### src/dma_page_pkg.sv
// Constants, types and shared decode for the DMA page address extender.
// Functional notes
// - Eight channels in two units; secondary channel 4 only cascades primary requests.
// - Channels 0-3 move bytes, blocks up to 64KB anywhere in 16MB.
// - Channels 5-7 move words, blocks up to 128KB anywhere in 16MB.
// - Channels 5-7 only produce even byte addresses, never odd ones.
// - Page registers of channels 0, 1, 2 decode at 0087, 0083, 0081.
// - Page registers of channels 5, 6, 7 decode at 008B, 0089, 008A.
// - Channel 3 page decodes at 0082, refresh page at 008F.
// - Byte channels: page gives A23-A16, controller gives A15-A0.
// - Byte channels: upper byte enable is the inverse of A0.
// - Word channels: page gives A23-A17, word address shifted to A16-A1.
// - Word channels: upper byte enable and A0 both held low.
// - Controller address never carries into the page; transfers wrap inside it.
// - A refresh request is raised once every 15 microseconds.
package dma_page_pkg;

  // ************************************************************
  // I/O map
  // ************************************************************
  localparam logic [15:0] IO_PAGE_CH0     = 16'h0087;
  localparam logic [15:0] IO_PAGE_CH1     = 16'h0083;
  localparam logic [15:0] IO_PAGE_CH2     = 16'h0081;
  localparam logic [15:0] IO_PAGE_CH3     = 16'h0082;
  localparam logic [15:0] IO_PAGE_CH5     = 16'h008B;
  localparam logic [15:0] IO_PAGE_CH6     = 16'h0089;
  localparam logic [15:0] IO_PAGE_CH7     = 16'h008A;
  localparam logic [15:0] IO_PAGE_REFRESH = 16'h008F;
  localparam logic [7:0]  IO_FLOAT_DATA   = 8'hFF;
  localparam logic [7:0]  PAGE_RESET      = 8'h00;

  // Slot of each page register inside the page store.
  localparam logic [2:0] SLOT_CH0     = 3'h0;
  localparam logic [2:0] SLOT_CH1     = 3'h1;
  localparam logic [2:0] SLOT_CH2     = 3'h2;
  localparam logic [2:0] SLOT_CH3     = 3'h3;
  localparam logic [2:0] SLOT_REFRESH = 3'h4;
  localparam logic [2:0] SLOT_CH5     = 3'h5;
  localparam logic [2:0] SLOT_CH6     = 3'h6;
  localparam logic [2:0] SLOT_CH7     = 3'h7;
  localparam int         PAGE_SLOTS   = 8;

  // ************************************************************
  // Timing
  // ************************************************************
  localparam int REFRESH_PERIOD_NS = 15000;
  localparam int CLK_PERIOD_NS     = 4;
  localparam int REFRESH_CYCLES    = REFRESH_PERIOD_NS / CLK_PERIOD_NS;
  localparam logic [11:0] REFRESH_RELOAD = 12'(REFRESH_CYCLES - 1);
  localparam logic [11:0] COUNT_ZERO     = 12'h000;

  // ************************************************************
  // Types
  // ************************************************************
  typedef struct packed {
    logic [15:0] addr;
    logic        wr;
    logic        rd;
    logic [7:0]  wdata;
  } io_req_t;

  typedef struct packed {
    logic [3:0]  ack;
    logic [15:0] addr;
    logic        hold_req;
  } dma_unit_t;

  typedef struct packed {
    logic        hit;
    logic [2:0]  slot;
  } page_hit_t;

  typedef enum logic [3:0] {
    SRC_IDLE    = 4'b0001,
    SRC_BYTE    = 4'b0010,
    SRC_WORD    = 4'b0100,
    SRC_REFRESH = 4'b1000
  } addr_src_t;

  // Maps an I/O address onto a page register slot.
  function automatic page_hit_t page_decode(input logic [15:0] addr);
    page_hit_t r;
    r = '{hit: 1'b1, slot: SLOT_CH0};
    unique case (addr)
      IO_PAGE_CH0:     r.slot = SLOT_CH0;
      IO_PAGE_CH1:     r.slot = SLOT_CH1;
      IO_PAGE_CH2:     r.slot = SLOT_CH2;
      IO_PAGE_CH3:     r.slot = SLOT_CH3;
      IO_PAGE_CH5:     r.slot = SLOT_CH5;
      IO_PAGE_CH6:     r.slot = SLOT_CH6;
      IO_PAGE_CH7:     r.slot = SLOT_CH7;
      IO_PAGE_REFRESH: r.slot = SLOT_REFRESH;
      default:         r.hit  = 1'b0;
    endcase
    return r;
  endfunction

endpackage

### src/page_store.sv
// Eight-entry page register store with two registered read ports.
`timescale 1ns/100ps
`default_nettype none
module page_store
  import dma_page_pkg::*;
(
  // Clock and reset
  input  wire logic       core_clk,
  input  wire logic       nrst,
  // Write port
  input  wire logic       wr_en,
  input  wire logic [2:0] wr_slot,
  input  wire logic [7:0] wr_data,
  // Read ports
  input  wire logic [2:0] rd_a_slot,
  output var  logic [7:0] rd_a_data,
  input  wire logic [2:0] rd_b_slot,
  output var  logic [7:0] rd_b_data
);

  typedef struct packed {
    logic [PAGE_SLOTS-1:0][7:0] page;
    logic [7:0]                 rd_a;
    logic [7:0]                 rd_b;
  } store_state_t;

  store_state_t st_reg;
  store_state_t st_next;

  always_comb begin
    st_next      = st_reg;
    st_next.rd_a = st_reg.page[rd_a_slot];
    st_next.rd_b = st_reg.page[rd_b_slot];
    for (int i = 0; i < PAGE_SLOTS; i++) begin
      if (wr_en && (wr_slot == 3'(i))) begin
        st_next.page[i] = wr_data;
      end
    end
  end

  always_ff @(posedge core_clk or negedge nrst) begin
    if (!nrst) begin
      st_reg <= '{page: {PAGE_SLOTS{PAGE_RESET}}, rd_a: PAGE_RESET, rd_b: PAGE_RESET};
    end else begin
      st_reg <= st_next;
    end
  end

  assign rd_a_data = st_reg.rd_a;
  assign rd_b_data = st_reg.rd_b;

endmodule
`default_nettype wire

### src/dma_page_address_extender.sv
// Page registers, address formation and refresh pacing around two DMA units.
`timescale 1ns/100ps
`default_nettype none
module dma_page_address_extender
  import dma_page_pkg::*;
(
  // Clock and reset
  input  wire logic        core_clk,
  input  wire logic        nrst,
  // Processor I/O port
  input  wire io_req_t     io_req,
  output var  logic [7:0]  io_rdata,
  output var  logic        io_rdata_valid,
  // Primary DMA unit, channels 0 to 3
  input  wire dma_unit_t   primary_dma_unit,
  output var  logic        primary_hold_ack,
  // Secondary DMA unit, channels 4 to 7
  input  wire dma_unit_t   secondary_dma_unit,
  output var  logic        cascade_req,
  // Refresh
  input  wire logic        refresh_active,
  input  wire logic [15:0] refresh_addr,
  output var  logic        refresh_req,
  // System address
  output var  logic [23:0] sys_addr,
  output var  logic        upper_byte_enable,
  output var  logic        sys_addr_valid
);

  typedef struct packed {
    addr_src_t   src_p1;
    logic [15:0] low_p1;
    logic        rd_p1;
    logic        rd_hit_p1;
    logic [7:0]  io_rdata;
    logic        io_rdata_valid;
    logic [23:0] sys_addr;
    logic        ube;
    logic        addr_valid;
    logic [11:0] refresh_cnt;
    logic        refresh_req;
    logic        cascade_req;
    logic        hold_ack;
  } core_state_t;

  core_state_t st_reg;
  core_state_t st_next;
  page_hit_t   wr_hit;
  page_hit_t   rd_hit;
  logic [2:0]  own_slot;
  addr_src_t   own_src;
  logic [15:0] own_low;
  logic [7:0]  io_page;
  logic [7:0]  own_page;

  // ************************************************************
  // Page register access
  // ************************************************************
  always_comb begin
    wr_hit = page_decode(io_req.addr);
    rd_hit = page_decode(io_req.addr);
  end

  page_store u_page_store (
    .core_clk  (core_clk),
    .nrst      (nrst),
    .wr_en     (io_req.wr && wr_hit.hit),
    .wr_slot   (wr_hit.slot),
    .wr_data   (io_req.wdata),
    .rd_a_slot (rd_hit.slot),
    .rd_a_data (io_page),
    .rd_b_slot (own_slot),
    .rd_b_data (own_page)
  );

  // ************************************************************
  // Bus owner selection
  // ************************************************************
  // Refresh wins, then word channels, then byte channels; channel 4 is only
  // the cascade grant and never selects a page.
  always_comb begin
    own_src  = SRC_IDLE;
    own_slot = SLOT_CH0;
    own_low  = primary_dma_unit.addr;
    if (refresh_active) begin
      own_src  = SRC_REFRESH;
      own_slot = SLOT_REFRESH;
      own_low  = refresh_addr;
    end else if (secondary_dma_unit.ack[1]) begin
      own_src  = SRC_WORD;
      own_slot = SLOT_CH5;
      own_low  = secondary_dma_unit.addr;
    end else if (secondary_dma_unit.ack[2]) begin
      own_src  = SRC_WORD;
      own_slot = SLOT_CH6;
      own_low  = secondary_dma_unit.addr;
    end else if (secondary_dma_unit.ack[3]) begin
      own_src  = SRC_WORD;
      own_slot = SLOT_CH7;
      own_low  = secondary_dma_unit.addr;
    end else if (primary_dma_unit.ack[0]) begin
      own_src  = SRC_BYTE;
      own_slot = SLOT_CH0;
    end else if (primary_dma_unit.ack[1]) begin
      own_src  = SRC_BYTE;
      own_slot = SLOT_CH1;
    end else if (primary_dma_unit.ack[2]) begin
      own_src  = SRC_BYTE;
      own_slot = SLOT_CH2;
    end else if (primary_dma_unit.ack[3]) begin
      own_src  = SRC_BYTE;
      own_slot = SLOT_CH3;
    end
  end

  // ************************************************************
  // Next state
  // ************************************************************
  always_comb begin
    st_next           = st_reg;
    st_next.src_p1    = own_src;
    st_next.low_p1    = own_low;
    st_next.rd_p1     = io_req.rd;
    st_next.rd_hit_p1 = rd_hit.hit;

    // Read answer two edges after the request.
    st_next.io_rdata_valid = st_reg.rd_p1;
    if (st_reg.rd_p1) begin
      st_next.io_rdata = st_reg.rd_hit_p1 ? io_page : IO_FLOAT_DATA;
    end

    // Address formation. The page never sees a carry from the low part.
    st_next.addr_valid = 1'b1;
    unique case (st_reg.src_p1)
      SRC_BYTE, SRC_REFRESH: begin
        st_next.sys_addr = {own_page, st_reg.low_p1};
        st_next.ube      = ~st_reg.low_p1[0];
      end
      SRC_WORD: begin
        // Bit 0 of the page is not used: the word address fills A16-A1.
        st_next.sys_addr = {own_page[7:1], st_reg.low_p1, 1'b0};
        st_next.ube      = 1'b0;
      end
      SRC_IDLE: begin
        st_next.addr_valid = 1'b0;
        st_next.ube        = 1'b0;
      end
      default: begin
        st_next.addr_valid = 1'b0;
        st_next.ube        = 1'b0;
      end
    endcase

    // Refresh pacing.
    st_next.refresh_req = 1'b0;
    if (st_reg.refresh_cnt == COUNT_ZERO) begin
      st_next.refresh_cnt = REFRESH_RELOAD;
      st_next.refresh_req = 1'b1;
    end else begin
      st_next.refresh_cnt = st_reg.refresh_cnt - 12'h001;
    end

    // Cascade of the primary unit through secondary channel 4.
    st_next.cascade_req = primary_dma_unit.hold_req;
    st_next.hold_ack    = secondary_dma_unit.ack[0];
  end

  always_ff @(posedge core_clk or negedge nrst) begin
    if (!nrst) begin
      st_reg <= '{src_p1: SRC_IDLE, low_p1: 16'h0000, rd_p1: 1'b0, rd_hit_p1: 1'b0,
                  io_rdata: 8'h00, io_rdata_valid: 1'b0, sys_addr: 24'h000000,
                  ube: 1'b0, addr_valid: 1'b0, refresh_cnt: REFRESH_RELOAD,
                  refresh_req: 1'b0, cascade_req: 1'b0, hold_ack: 1'b0};
    end else begin
      st_reg <= st_next;
    end
  end

  // ************************************************************
  // Outputs
  // ************************************************************
  assign io_rdata          = st_reg.io_rdata;
  assign io_rdata_valid    = st_reg.io_rdata_valid;
  assign sys_addr          = st_reg.sys_addr;
  assign upper_byte_enable = st_reg.ube;
  assign sys_addr_valid    = st_reg.addr_valid;
  assign refresh_req       = st_reg.refresh_req;
  assign cascade_req       = st_reg.cascade_req;
  assign primary_hold_ack  = st_reg.hold_ack;

endmodule
`default_nettype wire

### config.mk
export PLATFORM = sky130hd
export DESIGN_NAME = dma_page_address_extender
export DESIGN_NICKNAME = d
export VERILOG_FILES = /design/src/dma_page_pkg.sv /design/src/page_store.sv /design/src/dma_page_address_extender.sv
export SDC_FILE = /design/constraint.sdc
export NUM_CORES = 1
export LEC_CHECK = 0
export BUFFER_PORTS_ARGS = -buffer_cell sky130_fd_sc_hd__buf_2
export CORE_UTILIZATION = 35
export DETAILED_ROUTE_END_ITERATION = 8
export PLACE_DENSITY_LB_ADDON = 0.05
export REMOVE_ABC_BUFFERS = 1
export SYNTH_ARGS = -nofsm -noshare
export SYNTH_HDL_FRONTEND = slang
export SYNTH_SLANG_ARGS = --single-unit
### constraint.sdc
create_clock -name core_clk -period 2.1 [get_ports core_clk]
set_clock_uncertainty 0.15 [all_clocks]
set_input_delay 0.315 -clock core_clk [delete_from_list [all_inputs] [get_ports core_clk]]
set_output_delay 0.315 -clock core_clk [all_outputs]
set_load 0.02 [all_outputs]
# Yosys cells after proc, flatten, opt, wreduce, memory -nomap -nowiden
# Cells that the tools add are included.
# W data, S select, Z words.
# word_totals
regBits	152
inputBits	87
# classes
bitwise_logic	1
n_mux	32
n_lt_le_gt_ge	2
n_addsub	1
n_reduce_logical	15
eq_ne	18
# op_table
operator	n
$eq A16 B8 Y1 const B	8
$mux W16	4
$bmux W8 S3	2
$pmux W24 S2	1
$mux W8	3
$mux W3	7
$pmux W3 S7	1
$mux W2	8
$eq A3 B3 Y1 const B	4
$logic_not A12 Y1	1
$mux W12	1
$sub A12 B1 Y12 const B	1
$logic_and A1 B1 Y1	9
$lt A3 B4 Y1 const B	2
$reduce_or A8 Y1	1
$eq A3 B2 Y1 const B	2
$eq A4 B2 Y1 const B	1
$eq A4 B3 Y1 const B	1
$eq A4 B4 Y1 const B	1
$mux W1	4
$mux W4	1
$eq A3 B1 Y1 const B	1
$logic_not A3 Y1	1
$reduce_or A3 Y1	1
3 further kinds	3

# Longest topological paths before layout
# depth
depth_word	10
depth_mapped	7

# Modules after synthesis
# From an unflattened synthesis, not the netlist that was laid out.
# hier_totals
hier_cells	558
area_unflattened_um2	7472.2
# modules_own_cells
module	area_per_inst_um2	seq_area_each_um2	instances	cells_each
page_store	4060.1	2001.9	1	233
dma_page_address_extender	3412.0	1811.7	1	325

# Worst setup path before layout
# OpenSTA, ideal clock, no wires.
# synth_path
path_type	input to register
from	input io_req[16] (netlist name)
to	register u_page_store.st_reg[17] (netlist name)
path_buffers	0
stages	4
arrival_ns	1.803
setup_slack_ns	0.022
path_cell_list	nor4b_4 -> nand3_4 -> nor4_4 -> mux2_4
# synth_via
elab_chain_len	5
elab_cells_between_ends	14
# synth_rtl
element	line_no	rtl
start: declaration	dma_page_address_extender.sv:11	input wire io_req_t io_req,
$eq A16 B8 Y1	dma_page_pkg.sv:84	unique case (addr)
$reduce_or A8 Y1 (no source line)	--	
$mux W1	dma_page_pkg.sv:84	
$logic_and A1 B1 Y1	dma_page_address_extender.sv:67	.wr_en (io_req.wr && wr_hit.hit),
$logic_and A1 B1 Y1 *	page_store.sv:35	if (wr_en && (wr_slot == 3'(i))) begin
end signal: assignment	page_store.sv:43	st_reg <= '{page: {PAGE_SLOTS{PAGE_RESET}}, rd_a: PAGE_RESET, rd_b: PAGE_RESET};
end signal: assignment	page_store.sv:45	st_reg <= st_next;
end: declaration	page_store.sv:27	store_state_t st_reg;
# Every way passes the cells marked *; elsewhere a longest branch is shown, timed or not.
# A chain may end at the register's enable or synchronous reset.

==> results.md <==
- Core area: roughly 21000 sq um
- Setup violators final: 0
- CTS root buf: clkbuf_16
- Crit. End Element: register
- Worst-margin pin slew: ~1.2 ns
- CP Max Fanout: 6
- Wire length per cell: approximately 18 um
- Post-synth cell types: 63
- Final wirelength: approximately 21000 um
- IO buf count: between 100 and 150
- Largest net degree at the start of global routing: 45
- Worst hold start: primary_dma_unit[15]
- Die Y-Extent: 148 um
- Top-level port count: around 130
- NumNets Final: 956
- Clk_lat worst skew: 0.42 ns
- Share of cells above drive strength 1: 0.330
- Peak VDD IR: 0.407 mV
- Run status: finished clean
- Asr flop ratio synth: 1.00
- Yosys warning count: 0
- Min-Delay Path Class: in2reg
- Initial antenna violation count: 0
- Post-synth top flop: dfrtp_1
- FF+latch area: 3810 sq um
- Crit-path cells: or4_1 -> nor4_2 -> nand4b_1 -> inv_1 -> nor2_1
- DRC: 0
- Yosys reg bits: ~150
- Max-cap violation count: 0
- Max FFs per register: 64
- Clock Sinks: ~150
- Critical Path Start: st_reg[9]
- Worst r2r src: st_reg[9]
- Crit-path max cell delay: just under 0.6 ns
- CTS Buffer Depth: 2
- Total grt overflow: 0
- Dpl ws: -0.283 ns
- Via density per instance: 5.16
- ANT nets after route: 0
- Die Span X: between 100 and 150 um
- Crit path launch type: register
- PwrDens: 714 nW/um^2
- RSZ-0062 raised after global routing: no
- Static leakage: about 4.4 nW
- Post-synthesis cell area: approximately 7500 sq um
- Final hold vios: 0
- Gpl congestion: about 0.84
- End-of-flow core utilization: 0.462
- Vias: between 5000 and 6000
- Max Transition Viols Final: 0
- Worst EP required: 2.25 ns
- Number of global-route vias before repair: ~6000
- Seq/Total Area, Yosys: 0.511
- Area delta synth->final: 29.9%
- Area of the multi-input gates: between 3000 and 4000 sq um
- Crit path DAT: 2.11 ns
- CTS clk-pin slew, worst paths: around 0.070 ns
- Headroom to the max-slew limit: 0.182
- All-Layer GR Usage: 0.197
- Postcts setup bufs: 0
- Initial DRC count: about 390
- Post-synth EDFFs: 0
- CTS Buf Count: 17
- Fillers: ~2000
- Setup TNS: 0 ns
- Initial core utilization: 0.356
- Mapped Avg Cell Area: 10.9 sq um
- Global-route wire length before repair: 32400 um
- CTS tree: done
- Peak Freq: 0.512 GHz
- H-tree levels: 4
- Total die area: ~22000 sq um
- Post-synthesis cell count: 682
- Setup CP Type: reg2reg
- Crit-path slowest cell: or4_1
- Minimum clock period: about 2.0 ns
- TritonRoute pass-1 iters: 7
- Number of core rows: 53
- Final setup margin: ~0.15 ns
- Period utilization: 0.931
- HPWL Detailed: around 15000 um
==> what timing repair did <==
action,CTS,global route
endpoints found under the hold margin,119,0
endpoints found under the setup margin,0,5
hold buffers,47,0
resized for setup,0,1
==> layer usage <==
| layer | global-route usage | routed length, um |
|---|---|---|
| met4 | 0.0784 | 463 |
| met1 | 0.276 | 10100 |
| met2 | 0.301 | 9260 |
| met3 | 0.0355 | 1150 |
| met5 | 0 | 0 |
==> worst max-delay path, delay by kind of cell (launching register included) <==
family	cells	cell delay, ns
DFF	1	0.41
and+or+nand+nor	4	1.08
buffers and inverters	1	0.20
==> layout make-up <==
type                       instances  share of cell area
sequential                       152               0.394
timing repair buffer             229               0.173
multi-input combinational        424               0.324
clock buffer                      23              0.0504
antenna                            1            0.000258
inverter                          43              0.0167
tap                              275              0.0355
clock inverter                     9             0.00698
==> kinds of logic (layout without fill, tap and decap cells) <==
logic type / count (synthesis) / count (layout) / share of synthesized area
muxes: 82 / 82 / 0.123
AOI/OAI and AO/OA: 147 / 147 / 0.138
DFF: 152 / 152 / 0.511
buffers and inverters: 106 / 304 / 0.0706
xor gates and xnor gates: 9 / 9 / 0.0106
and+or+nand+nor: 183 / 183 / 0.141
other: 0 / 1 / 0
adders and majority gates: 3 / 3 / 0.00470
==> power breakdown <==
part / internal [mW] / total, mW / leakage (nW) / switching [mW]
sequential: 3.07 / 3.15 / 1.89 / 0.0785
combinational: 0.367 / 0.899 / 2.29 / 0.531
clock: 1.64 / 2.87 / 0.266 / 1.23
==> cell usage after synthesis (all sizes together), types with 9 or more instances <==
cell type / number / area share
inv: 42 / 0.021
and2: 9 / 0.0076
nor2: 20 / 0.010
nand2: 80 / 0.040
nand3: 11 / 0.0091
a222oi: 16 / 0.021
nor3: 13 / 0.012
a31oi: 9 / 0.0076
nand4: 9 / 0.0076
nor4: 12 / 0.020
a22oi: 14 / 0.014
dfrtp: 144 / 0.48
mux2i: 27 / 0.036
mux2: 55 / 0.087
buf: 39 / 0.037
clkbuf: 24 / 0.012
a21oi: 30 / 0.021
o21ai: 36 / 0.024
==> placed cells by master (no fill, tap or decap), drive strengths merged, types with 16 or more instances in the layout <==
cell type / instances
nor2: 20
nand2: 80
o21ai: 36
dfrtp: 144
inv: 43
a222oi: 16
mux2i: 27
buf: 182
a21oi: 30
mux2: 55
clkbuf: 23
dlygate4sd3: 47
==> metrics by stage <==
stage	power, mW	cells	hold slack (ns)	cell area (sq um)
after global placement	4.02	1076	0.0686	8650
after detailed placement	4.04	1076	0.0703	8650
final	6.92	1156	0.00741	9680
after CTS	7.01	1155	0.00102	9680
after global routing	7.24	1155	0.0247	9680
after floorplan	3.58	619	-0.131	7090
==> final timing paths <==
kind	end	cells past startpoint	slack (ns)
worst max register to register	st_reg[9]	5	0.15
max in group asynchronous	u_page_store.st_reg[58]	3	0.98
worst min-delay path	st_reg[66]	3	0.007
worst max-delay path	st_reg[9]	5	0.15
min in group asynchronous	st_reg[61]	2	0.18
worst min register to register	sys_addr[19]	2	0.28
Power figures use the tool's default switching activity.
